==> config.mk <==
export PLATFORM = sky130hd
export DESIGN_NAME = hrsld_top
export DESIGN_NICKNAME = d
export VERILOG_FILES = /design/src/common/hrsld_pkg.sv /design/src/hw/hrsld_top.sv
export VERILOG_INCLUDE_DIRS = /design/src /design/src/common
export SDC_FILE = /design/constraint.sdc
export NUM_CORES = 1
export LEC_CHECK = 0
export ABC_AREA = 0
export BUFFER_PORTS_ARGS = -buffer_cell sky130_fd_sc_hd__buf_2
export CAP_MARGIN = 20
export CORE_ASPECT_RATIO = 0.7
export CORE_MARGIN = 3
export CORE_UTILIZATION = 62
export DETAILED_ROUTE_END_ITERATION = 12
export MAX_ROUTING_LAYER = met4
export PLACE_DENSITY = 0.9
export REMOVE_ABC_BUFFERS = 1
export SLEW_MARGIN = 20
export SYNTH_ARGS = -nofsm -noshare
export SYNTH_HDL_FRONTEND = slang
export SYNTH_SLANG_ARGS = --single-unit
==> constraint.sdc <==
create_clock -name CORE_CLK -period 9.75 [get_ports CORE_CLK]
set_input_delay 1.95 -clock CORE_CLK [delete_from_list [all_inputs] [get_ports CORE_CLK]]
set_output_delay 1.95 -clock CORE_CLK [all_outputs]
set_load 0.02 [all_outputs]
==> src/common/hrsld_params.svh <==
// Purpose: constants for the holdover, reference switch and lock detect block
// Assumes: included by the package and by the design file
// Notes: all timing is in CORE_CLK cycles unless stated
// Contract
// - mode six picks reference from select pins
// - switch with holdover: enter holdover, take pins
// - leave holdover on exit condition, keep reference
// - no holdover: switch directly, keep reference
// - lock must return before next switch honoured
// - rail crossing with detect enters holdover
// - rail flag is low or high flag
// - invert bit flips both select pins
// - holdover tri-states pump, drives DAC voltage
// - holdover needs enable; force bit forces it
// - fixed and tracked holdover sub-modes
// - tracked DAC updates at divided detector rate
// - enable two and lock loss enters holdover
// - holdover drops first lock, keeps second lock
// - holdover DAC value manual or last tracked
// - holdover status routable to either status pin
// - writing enable disabled leaves holdover
// - first loop lock success exits holdover
// - count in-window comparisons, lock at threshold
// - one out-of-window comparison drops lock
// - lock pins show first, second or both
// - first loop dividers up to 16383
// - second loop dividers up to 4095 and 262143
`ifndef HRSLD_PARAMS_SVH
`define HRSLD_PARAMS_SVH

`define HRSLD_MODE_AUTO_PIN 3'h6
`define HRSLD_HOLD_DISABLED 2'h0
`define HRSLD_HOLD_ENABLED 2'h2
`define HRSLD_MUX_FIRST 2'h0
`define HRSLD_MUX_SECOND 2'h1
`define HRSLD_MUX_BOTH 2'h2
`define HRSLD_MUX_HOLD 2'h3
`define HRSLD_FIRST_LOOP_DIV_MAX 14'h3fff
`define HRSLD_SECOND_LOOP_R_MAX 12'hfff
`define HRSLD_SECOND_LOOP_N_MAX 18'h3ffff
`define HRSLD_DAC_W 10
`define HRSLD_DAC_MID 10'h200
`define HRSLD_CNT_W 14

// register indices on the plain port
`define HRSLD_A_CTRL 4'h0
`define HRSLD_A_DAC 4'h1
`define HRSLD_A_TRIP 4'h2
`define HRSLD_A_LOCK 4'h3
`define HRSLD_A_DIV1 4'h4
`define HRSLD_A_DIV2R 4'h5
`define HRSLD_A_DIV2N 4'h6
`define HRSLD_A_STAT 4'h7
`define HRSLD_A_DACRB 4'h8

// control register fields
`define HRSLD_C_MODE 2:0
`define HRSLD_C_INV 3
`define HRSLD_C_HOLD 5:4
`define HRSLD_C_FORCE 6
`define HRSLD_C_DLDDIS 7
`define HRSLD_C_RAILEN 8
`define HRSLD_C_TRACK 9
`define HRSLD_C_MAN 10
`define HRSLD_C_LDMUX 12:11
`define HRSLD_C_HOMUX 14:13
`define HRSLD_C_DACDIV 30:15

`endif

==> src/common/hrsld_pkg.sv <==
// Purpose: shared types for the holdover, reference switch and lock detect block
// Assumes: hrsld_params.svh defines widths
// Notes: structs carry the bus port and status groups
`include "hrsld_params.svh"
package hrsld_pkg;
  typedef struct packed {
    logic [3:0] addr;
    logic [31:0] wdata;
    logic wr;
    logic rd;
  } hrsld_bus_type;

  typedef struct packed {
    logic holdover;
    logic first_lock;
    logic rail;
    logic dac_low;
    logic dac_high;
    logic [1:0] active_ref;
  } hrsld_stat_type;

  typedef enum logic [1:0] {
    HRSLD_RUN,
    HRSLD_HOLD,
    HRSLD_WAIT_LOCK
  } hrsld_state_type;
endpackage

==> src/hw/hrsld_top.sv <==
// Purpose: reference switching, holdover control, DAC control and lock detect
// Assumes: all inputs synchronous to CORE_CLK; comparison strobes are one-cycle pulses
// Notes: one clock; the DAC update rate is a one-cycle enable from a divider
`timescale 1ns/1ps
`include "hrsld_params.svh"
module hrsld_top
  import hrsld_pkg::*;
#(
  parameter int DAC_W = `HRSLD_DAC_W,
  parameter int CNT_W = `HRSLD_CNT_W
) (
  input wire logic CORE_CLK,
  input wire logic RST_N,
  input wire logic [3:0] ADDR,
  input wire logic [31:0] WDATA,
  input wire logic WR,
  input wire logic RD,
  output logic [31:0] RDATA,
  input wire logic REF_SELECT_PIN0,
  input wire logic REF_SELECT_PIN1,
  input wire logic PD1_STROBE,
  input wire logic PD1_IN_WINDOW,
  input wire logic SECOND_LOOP_LOCK_IN,
  input wire logic [DAC_W-1:0] TUNE_LEVEL,
  output logic [1:0] ACTIVE_REF,
  output logic HOLDOVER,
  output logic FIRST_LOOP_LOCK,
  output logic SECOND_LOOP_LOCK,
  output logic PUMP_TRISTATE,
  output logic [DAC_W-1:0] DAC_VALUE,
  output logic DAC_DRIVE,
  output logic DAC_RAIL,
  output logic LOCK_STATUS_PIN,
  output logic HOLDOVER_STATUS_PIN
);
  hrsld_bus_type bus;
  assign bus = '{addr: ADDR, wdata: WDATA, wr: WR, rd: RD};

  logic [31:0] ctrl_q;
  logic [DAC_W-1:0] manual_dac_value_q;
  logic [DAC_W-1:0] trip_lo_q;
  logic [DAC_W-1:0] trip_hi_q;
  logic [CNT_W-1:0] win_q;
  logic [CNT_W-1:0] lock_thr_q;
  logic [13:0] div1r_q;
  logic [13:0] div1n_q;
  logic [11:0] div2r_q;
  logic [17:0] div2n_q;
  logic hold_wr_dis;

  // host writes; disabling holdover does not clear the force bit, which still forces holdover
  always_ff @(posedge CORE_CLK or negedge RST_N) begin
    if (!RST_N) begin
      ctrl_q <= 32'h00000000;
      manual_dac_value_q <= `HRSLD_DAC_MID;
      trip_lo_q <= '0;
      trip_hi_q <= '1;
      win_q <= '0;
      lock_thr_q <= '1;
      div1r_q <= 14'h0001;
      div1n_q <= 14'h0001;
      div2r_q <= 12'h001;
      div2n_q <= 18'h00001;
    end else if (bus.wr) begin
      case (bus.addr)
        `HRSLD_A_CTRL: ctrl_q <= bus.wdata;
        `HRSLD_A_DAC: manual_dac_value_q <= bus.wdata[DAC_W-1:0];
        `HRSLD_A_TRIP: begin
          trip_lo_q <= bus.wdata[DAC_W-1:0];
          trip_hi_q <= bus.wdata[DAC_W+15:16];
        end
        `HRSLD_A_LOCK: begin
          win_q <= bus.wdata[CNT_W-1:0];
          lock_thr_q <= bus.wdata[CNT_W+15:16];
        end
        `HRSLD_A_DIV1: begin
          div1r_q <= bus.wdata[13:0];
          div1n_q <= bus.wdata[29:16];
        end
        `HRSLD_A_DIV2R: div2r_q <= bus.wdata[11:0];
        `HRSLD_A_DIV2N: div2n_q <= bus.wdata[17:0];
        default: ;
      endcase
    end
  end

  assign hold_wr_dis = bus.wr && (bus.addr == `HRSLD_A_CTRL)
    && (bus.wdata[`HRSLD_C_HOLD] == `HRSLD_HOLD_DISABLED);

  logic [2:0] sel_mode;
  logic hold_en;
  logic force_hold;
  logic dld_dis;
  logic rail_en;
  logic track_en;
  logic man_en;
  logic [15:0] dac_div;
  assign sel_mode = ctrl_q[`HRSLD_C_MODE];
  assign hold_en = ctrl_q[`HRSLD_C_HOLD] == `HRSLD_HOLD_ENABLED;
  assign force_hold = ctrl_q[`HRSLD_C_FORCE];
  assign dld_dis = ctrl_q[`HRSLD_C_DLDDIS];
  // tracked mode with rail detect is invalid, so rail detect needs manual DAC
  assign rail_en = ctrl_q[`HRSLD_C_RAILEN] && ctrl_q[`HRSLD_C_MAN];
  assign track_en = ctrl_q[`HRSLD_C_TRACK];
  assign man_en = ctrl_q[`HRSLD_C_MAN];
  assign dac_div = ctrl_q[`HRSLD_C_DACDIV];

  // lock detector
  logic [CNT_W-1:0] lock_cnt_q;
  logic lock_q;
  logic hold_go;
  always_ff @(posedge CORE_CLK or negedge RST_N) begin
    if (!RST_N) begin
      lock_cnt_q <= '0;
      lock_q <= 1'b0;
    end else if (hold_go) begin
      // restart on entry: a stale lock would otherwise pin the state in holdover
      lock_cnt_q <= '0;
      lock_q <= 1'b0;
    end else if (PD1_STROBE) begin
      if (!PD1_IN_WINDOW) begin
        lock_cnt_q <= '0;
        lock_q <= 1'b0;
      end else if (!lock_q) begin
        if (lock_cnt_q + 1'b1 >= lock_thr_q) begin
          lock_q <= 1'b1;
        end
        lock_cnt_q <= lock_cnt_q + 1'b1;
      end
    end
  end

  // select pin decode
  logic p0;
  logic p1;
  logic [1:0] pin_ref;
  assign p0 = REF_SELECT_PIN0 ^ ctrl_q[`HRSLD_C_INV];
  assign p1 = REF_SELECT_PIN1 ^ ctrl_q[`HRSLD_C_INV];
  assign pin_ref = p0 ? 2'h0 : (p1 ? 2'h1 : 2'h2);

  logic [1:0] pins_q;
  logic armed_q;
  logic lock_prev_q;
  logic pin_change;
  logic lock_fall;
  logic rail_hit;
  logic dac_low;
  logic dac_high;
  logic switch_ev;
  assign pin_change = pins_q != {p1, p0};
  assign lock_fall = lock_prev_q && !lock_q && !dld_dis;
  assign dac_low = TUNE_LEVEL <= trip_lo_q;
  assign dac_high = TUNE_LEVEL >= trip_hi_q;
  assign rail_hit = rail_en && (dac_low || dac_high);
  // a further event is ignored until lock has been regained
  assign switch_ev = (sel_mode == `HRSLD_MODE_AUTO_PIN) && armed_q
    && (pin_change || lock_fall);

  always_ff @(posedge CORE_CLK or negedge RST_N) begin
    if (!RST_N) begin
      pins_q <= 2'h0;
      lock_prev_q <= 1'b0;
      armed_q <= 1'b1;
    end else begin
      pins_q <= {p1, p0};
      lock_prev_q <= lock_q;
      if (switch_ev) begin
        armed_q <= 1'b0;
      end else if (lock_q) begin
        armed_q <= 1'b1;
      end
    end
  end

  // active reference and holdover state
  hrsld_state_type st_q;
  logic [1:0] ref_q;
  logic enter_hold;
  assign enter_hold = hold_en && ((switch_ev)
    || (lock_fall)
    || rail_hit);
  assign hold_go = (st_q == HRSLD_RUN) && (force_hold || enter_hold);
  always_ff @(posedge CORE_CLK or negedge RST_N) begin
    if (!RST_N) begin
      st_q <= HRSLD_RUN;
      ref_q <= 2'h0;
    end else begin
      if (switch_ev) begin
        ref_q <= pin_ref;
      end else if (sel_mode < 3'h3) begin
        ref_q <= sel_mode[1:0];
      end
      case (st_q)
        HRSLD_RUN: begin
          if (force_hold || enter_hold) begin
            st_q <= HRSLD_HOLD;
          end
        end
        HRSLD_HOLD, HRSLD_WAIT_LOCK: begin
          if (hold_wr_dis) begin
            st_q <= HRSLD_RUN;
          end else if (force_hold) begin
            st_q <= HRSLD_HOLD;
          end else if (st_q == HRSLD_HOLD) begin
            if (!lock_q && !rail_hit) begin
              st_q <= HRSLD_WAIT_LOCK;
            end
          end else if (lock_q && !rail_hit) begin
            st_q <= HRSLD_RUN;
          end
        end
        default: st_q <= HRSLD_RUN;
      endcase
    end
  end

  // DAC update enable from the divided phase detector rate
  logic [15:0] dac_count_readback_q;
  logic dac_tick;
  logic [DAC_W-1:0] track_q;
  assign dac_tick = PD1_STROBE && (dac_count_readback_q + 16'h0001 >= dac_div);
  always_ff @(posedge CORE_CLK or negedge RST_N) begin
    if (!RST_N) begin
      dac_count_readback_q <= 16'h0000;
    end else if (PD1_STROBE) begin
      dac_count_readback_q <= dac_tick ? 16'h0000 : dac_count_readback_q + 16'h0001;
    end
  end

  // tracking freezes in holdover so the last valid value is kept
  always_ff @(posedge CORE_CLK or negedge RST_N) begin
    if (!RST_N) begin
      track_q <= `HRSLD_DAC_MID;
    end else if (track_en && dac_tick && (st_q == HRSLD_RUN)) begin
      track_q <= TUNE_LEVEL;
    end
  end

  logic in_hold;
  logic first_lock;
  logic lock_sel;
  logic hold_sel;
  assign in_hold = st_q != HRSLD_RUN;
  assign first_lock = lock_q && !in_hold;
  function automatic logic mux_pick(input logic [1:0] s, input logic l1, input logic l2,
                                    input logic h);
    case (s)
      `HRSLD_MUX_FIRST: mux_pick = l1;
      `HRSLD_MUX_SECOND: mux_pick = l2;
      `HRSLD_MUX_BOTH: mux_pick = l1 && l2;
      default: mux_pick = h;
    endcase
  endfunction
  assign lock_sel = mux_pick(ctrl_q[`HRSLD_C_LDMUX], first_lock, SECOND_LOOP_LOCK_IN,
    in_hold);
  assign hold_sel = mux_pick(ctrl_q[`HRSLD_C_HOMUX], first_lock, SECOND_LOOP_LOCK_IN,
    in_hold);

  // output flops
  always_ff @(posedge CORE_CLK or negedge RST_N) begin
    if (!RST_N) begin
      ACTIVE_REF <= 2'h0;
      HOLDOVER <= 1'b0;
      FIRST_LOOP_LOCK <= 1'b0;
      SECOND_LOOP_LOCK <= 1'b0;
      PUMP_TRISTATE <= 1'b0;
      DAC_DRIVE <= 1'b0;
      DAC_VALUE <= `HRSLD_DAC_MID;
      DAC_RAIL <= 1'b0;
      LOCK_STATUS_PIN <= 1'b0;
      HOLDOVER_STATUS_PIN <= 1'b0;
    end else begin
      ACTIVE_REF <= ref_q;
      HOLDOVER <= in_hold;
      FIRST_LOOP_LOCK <= first_lock;
      SECOND_LOOP_LOCK <= SECOND_LOOP_LOCK_IN;
      PUMP_TRISTATE <= in_hold;
      DAC_DRIVE <= in_hold;
      DAC_VALUE <= (man_en || !track_en) ? manual_dac_value_q : track_q;
      DAC_RAIL <= dac_low || dac_high;
      LOCK_STATUS_PIN <= lock_sel;
      HOLDOVER_STATUS_PIN <= hold_sel;
    end
  end

  // read port, data in the cycle after the strobe
  hrsld_stat_type stat;
  assign stat = '{holdover: in_hold, first_lock: first_lock, rail: dac_low || dac_high,
    dac_low: dac_low, dac_high: dac_high, active_ref: ref_q};
  always_ff @(posedge CORE_CLK or negedge RST_N) begin
    if (!RST_N) begin
      RDATA <= 32'h00000000;
    end else if (bus.rd) begin
      case (bus.addr)
        `HRSLD_A_CTRL: RDATA <= ctrl_q;
        `HRSLD_A_DAC: RDATA <= 32'(manual_dac_value_q);
        `HRSLD_A_TRIP: RDATA <= {6'h00, trip_hi_q, 6'h00, trip_lo_q};
        `HRSLD_A_LOCK: RDATA <= {2'h0, lock_thr_q, 2'h0, win_q};
        `HRSLD_A_DIV1: RDATA <= {2'h0, div1n_q, 2'h0, div1r_q};
        `HRSLD_A_DIV2R: RDATA <= {20'h00000, div2r_q};
        `HRSLD_A_DIV2N: RDATA <= {14'h0000, div2n_q};
        `HRSLD_A_STAT: RDATA <= {25'h0000000, stat};
        `HRSLD_A_DACRB: RDATA <= 32'(track_q);
        default: RDATA <= 32'h00000000;
      endcase
    end else begin
      RDATA <= 32'h00000000;
    end
  end
endmodule // hrsld_top

# Word-level counts from Yosys, hierarchy flattened
# Cells that the tools add are included.
[op_classes] eq_ne=21 n_bitwise=2 muxes=28 reduce_logical=47 magnitude_cmp=5 addsub=2
[ops] op="case mux 32 bit (9 select lines)" count=1
[ops] op="2-to-1 mux 14 bit" count=4
[ops] op="2-to-1 mux 32 bit" count=1
[ops] op="2-to-1 mux 2 bit" count=10
[ops] op="logical AND 1 bit" count=17
[ops] op="adder 16 x 1 -> 16 bit, second input constant" count=1
[ops] op="== test 4 x 3 -> 1 bit, second input constant" count=4
[ops] op=">= comparator 16 bit" count=1
[ops] op="2-to-1 mux 16 bit" count=1
[ops] op="AND reduction 2 bit" count=8
[ops] op="adder 14 x 1 -> 14 bit, second input constant" count=1
[ops] op=">= comparator 14 bit" count=1
[ops] op=">= comparator 10 bit" count=1
[ops] op="<= comparator 10 bit" count=1
[ops] op="2-to-1 mux 10 bit" count=1
[ops] op="inequality test 5 bit, second input constant" count=2
[ops] op="== test 2 bit, second input constant" count=4
[ops] op="== test 4 x 2 -> 1 bit, second input constant" count=2
[ops] op="logical NOT 2 bit" count=4
[ops] op="nonzero test 2 bit" count=4
[ops] op="2-to-1 mux 1 bit" count=7
[ops] op="== test 2 x 1 -> 1 bit, second input constant" count=3
[ops] op="logical OR 1 bit" count=6
[ops] op="case mux 1 bit (3 select lines)" count=2
[ops] op="13 further kinds" count=18
[word_totals] ff_bits=247 elab_cells=133 output_inout_bits=52 in_bits=55

# Logic depth before layout (Yosys ltp)
[logic_depth] ltp_word=12 mapped_depth=14 mapped_depth_nobuf=13

# Least setup slack after synthesis
# OpenSTA, ideal clock, no wires.
[synth_timing] path_kind="in2reg" from="in TUNE_LEVEL[0]" to="reg st_q[0]" arrival_ns=3.722 cell_stages=9 required_time_ns=9.622 setup_time_ns=0.128 setup_slack_ns=5.901 path_buffers=0 cell_sequence="inv_1 > ha_1 > nand2b_1 > a211oi_1 > nor3_1 > nor4_2 > nand3_1 > a211oi_2 > mux2_1"
[synth_between] elab_chain_cells=8 word_cells_on_any_way=14 cone_classes="order compare: 2; eq/ne: 3; reduce/logical: 9"
[synth_rtl] item="start, declared" line_no="hrsld_top.sv:24" source="input wire logic [DAC_W-1:0] TUNE_LEVEL,"
[synth_rtl] item="<= comparator 10 bit / >= comparator 10 bit (equally long branches)" line_no="hrsld_top.sv:152, hrsld_top.sv:153"
[synth_rtl] item="logical OR 1 bit (*)" line_no="hrsld_top.sv:154" source="assign rail_hit = rail_en && (dac_low || dac_high);"
[synth_rtl] item="logical AND 1 bit (*)" line_no="hrsld_top.sv:154"
[synth_rtl] item="logical OR 1 bit" line_no="hrsld_top.sv:181" source="|| rail_hit);"
[synth_rtl] item="logical AND 1 bit" line_no="hrsld_top.sv:179" source="assign enter_hold = hold_en && ((switch_ev)"
[synth_rtl] item="logical OR 1 bit" line_no="hrsld_top.sv:195" source="if (force_hold || enter_hold) begin"
[synth_rtl] item="inequality test 2 bit (no line)"
[synth_rtl] item="AND reduction 3 bit (no line) (*)"
[synth_rtl] item="end signal, assigned" line_no="hrsld_top.sv:185" source="st_q <= HRSLD_RUN;"
[synth_rtl] item="end signal, assigned" line_no="hrsld_top.sv:196" source="st_q <= HRSLD_HOLD;"
[synth_rtl] item="end signal, assigned" line_no="hrsld_top.sv:201" source="st_q <= HRSLD_RUN;"
[synth_rtl] item="end, declared" line_no="hrsld_top.sv:176" source="hrsld_state_type st_q;"
# Every way passes the cells marked *; elsewhere a longest branch is shown, timed or not.
# A chain may end at the register's enable or synchronous reset.

# Final worst setup path
[layout_timing] from="in ADDR[3]" to="reg st_q[0]"
[layout_between] elab_chain_cells=5 word_cells_on_any_way=8 cone_classes="eq/ne: 2; mux: 2; reduce/logical: 4"
[layout_rtl] item="start, declared" line_no="hrsld_top.sv:14" source="input wire logic [3:0] ADDR,"
[layout_rtl] item="logical NOT 4 bit (*)"
[layout_rtl] item="logical AND 1 bit (*) (2 in series)" line_no="hrsld_top.sv:87" source="assign hold_wr_dis = bus.wr && (bus.addr == `HRSLD_A_CTRL)"
[layout_rtl] item="inequality test 5 bit (no line) / 2-to-1 mux 2 bit (equally long branches)"
[layout_rtl] item="AND reduction 3 bit (no line) / case mux 2 bit (2 select lines) (equally long branches)"
# Marked as above.

==> summary.txt <==
Status - complete, no violations
Number of enable flip-flop cells after synthesis - 0
Area post-placement - 0.01284 mm^2
Share of the synthesized area in the top cell type - 44.65%
Fmax achieved - 225.8 MHz
Htree depth - 1
Maximum number of pins on one net before global-route repair - 106
Synth Area per Inst - 12.15 um^2
Initial Util - 65.07%
CTS tree - done
Power Dens Cells - 215.0 mW/mm^2
Critical path fanouts, max - 33
Area contributors post-synth - dfrtp_1 45%, mux2_2 13%, dfstp_2 7.0%
GRT Max-Usage Layer - met2
Worst path required time - 10.13 ns
I/O Buffers - 106
RSZ-0062 raised after global routing - false
DP Wirelength - 20.36 mm
Crit path launch type - input port
Setup TNS - 0 ns
Gr usage total - 30.48%
Final #Nets - 1205
Core area - 0.01852 mm^2
Gr ovfl total - 0
CP Class - in2reg
Core Rows - 41
First-pass GRT wire length - 49.27 mm
Crit end category - flip-flop
Synth async-reset ratio - 100.0%
Synth-to-layout area growth - 12.55%
Netlist cell types - 71
Placer congestion estimate - 0.8734
Worst Clk Skew - 0.02015 ns
Routed WL - 31.01 mm
#FFs+latches synth - 247
Peak VDD IR - 0.1681 mV
Met1 usage - 42.69%
Clock transition at path regs - 0.07 ns
Via count - 8837
CTS root buf - clkbuf_16
CTS buffer count - 23
Grt met2 use - 45.82%
First DRT Iteration DRCs - 1033
Syn Std Cell Area - 0.01205 mm^2
Die width - 172.6 um
Setup Fix Bufs, Post-CTS - 0
Routing usage on met3 - 6.370%
DRT Pass-1 Iters - 5
Final setup viols - 0
Slew Viols, Final - 0
Number of global-route vias before repair - 9063
Fillers - 1161
Post-Layout Inst Area - 0.01356 mm^2
Worst hold path class - reg2reg
WP data arrival - 4.81 ns
Synthesis warning total - 0
DRT antenna net count - 0
Clock tree buffer depth - 3
Max Cap Violations - 0
Fraction of layout cells with a size suffix above 1 - 32.37%
Final Cycle Share - 45.42%
Tmin final - 4.429 ns
Commonest non-fill, non-tap cells in the layout - 215 x dfrtp_1, 143 x mux2_2, 105 x buf_2, 63 x a22oi_1, 59 x inv_1
Drt wl/cell - 22.68 um
Post_cts resized - 0
Area leader, netlist - dfrtp_1
Sequential area share after synthesis - 51.62%
Slew Limit Headroom - 22.51%
Worst Tran Pin Value - 1.161 ns
Synthesized instance count - 992
# diodes - 0
P_leak - 6.452 nW
DRC - 0
Final Hold Vio Count - 0
Post-CTS Hold Buffers - 0
Top_reg_cell synth - dfrtp_1
Die area - 0.02117 mm^2
Sink Count - 247
Die Y - 122.6 um
Skew-Pair Late Insertion Delay - 0.52 ns
Ports - 107
Vias/cell - 6.465
Leading cell type in the layout, fill and taps excluded - dfrtp_1
Initial antenna violation count - 0
-- metal layers --
| metal | share of wire (%) | vias to the layer above | wire length [um] |
|---|---|---|---|
| li1 | - | 3819 | - |
| met1 | 43 | 4453 | 13380 |
| met2 | 44 | 496 | 13750 |
| met3 | 10 | 69 | 3188 |
| met4 | 2.2 | 0 | 692 |
| met5 | 0 | - | 0 |
-- area by class of cell --
type	count	area [um^2]	share of cell area [%]
clock buffers	34	646.9	4.769
flip-flops and latches	247	6221	45.87
multi-input cells	641	5429	40.03
well taps	258	322.8	2.380
inverters	61	229.0	1.688
clock inverters	6	61.31	0.4520
repair buffers	120	653.1	4.815
-- kinds of logic (layout without fill, tap and decap cells) --
logic type | count (synthesis) | after routing | synth area share (%)
flops | 247 | 247 | 51.62
simple gates | 175 | 175 | 7.767
xor+xnor | 30 | 30 | 2.181
compound gates | 198 | 198 | 11.87
mux | 182 | 182 | 17.28
fa+ha+maj | 56 | 56 | 5.815
buf+inv | 104 | 221 | 3.468
-- per-stage QoR --
stage / worst slack (ns) / hold WS, ns / total power, mW / util [%] / std cells
floorplan: 4.629 / 0.3746 / 1.799 / - / 949
finish: 5.321 / 0.4390 / 2.916 / 73.24 / 1367
global route: 5.285 / 0.4430 / 3.049 / 73.24 / 1367
CTS: 5.413 / 0.4369 / 2.912 / 73.16 / 1366
detailed placement: 4.913 / 0.4222 / 2.038 / 69.33 / 1326
global placement: 5.071 / 0.4167 / 1.997 / 69.31 / 1326
-- state kept, by name, indices dropped and copies added (netlist names), 12 cells and up --
signal / cells
ctrl_q: 32
div1r_q: 14
RDATA: 32
lock_thr_q: 14
div2r_q: 12
win_q: 14
div2n_q: 18
lock_cnt_q: 14
dac_count_readback_q: 16
div1n_q: 14
-- worst paths after layout --
kind	cells after the start	startpoint	to	slack (ns)
worst min-delay path	0	ref_q[1]$_DFFE_PN0P_	ACTIVE_REF[1]$_DFF_PN0_	0.44
worst min register to register	0	ref_q[1]$_DFFE_PN0P_	ACTIVE_REF[1]$_DFF_PN0_	0.44
max in group asynchronous	2	RST_N	RDATA[22]$_DFF_PN0_	6.86
min in group asynchronous	1	RST_N	div2n_q[11]$_DFFE_PN0P_	1.45
worst max register to register	14	dac_count_readback_q[0]$_DFFE_PN0P_	track_q[7]$_DFFE_PN0P_	5.78
worst max-delay path	8	ADDR[3]	st_q[0]$_DFFE_PN0P_	5.32
-- worst max-delay path, stage by stage --
cell and delay [ns]:
buf_2 0.22, nor4_4 0.29, buf_4 0.40, nand2_2 0.70, nor3_2 0.44, nor4_1 0.12
a211oi_2 0.30, mux2_1 0.36
-- synth_stat cells, types with 15 or more instances --
cell	n
dfstp_2	32
a21o_1	16
a21oi_1	37
xor2_1	15
dfrtp_1	215
inv_1	59
nand2_1	37
mux2_1	25
nand3_1	20
nor2_1	40
clkbuf_1	26
mux2_2	143
ha_1	56
a22oi_1	63
xnor2_1	15
-- report_power, final --
part	switching [mW]	total, mW	internal [mW]
combinational	0.342	0.637	0.295
sequential	0.160	1.41	1.25
clock	0.382	0.868	0.486
Power figures use the tool's default switching activity.
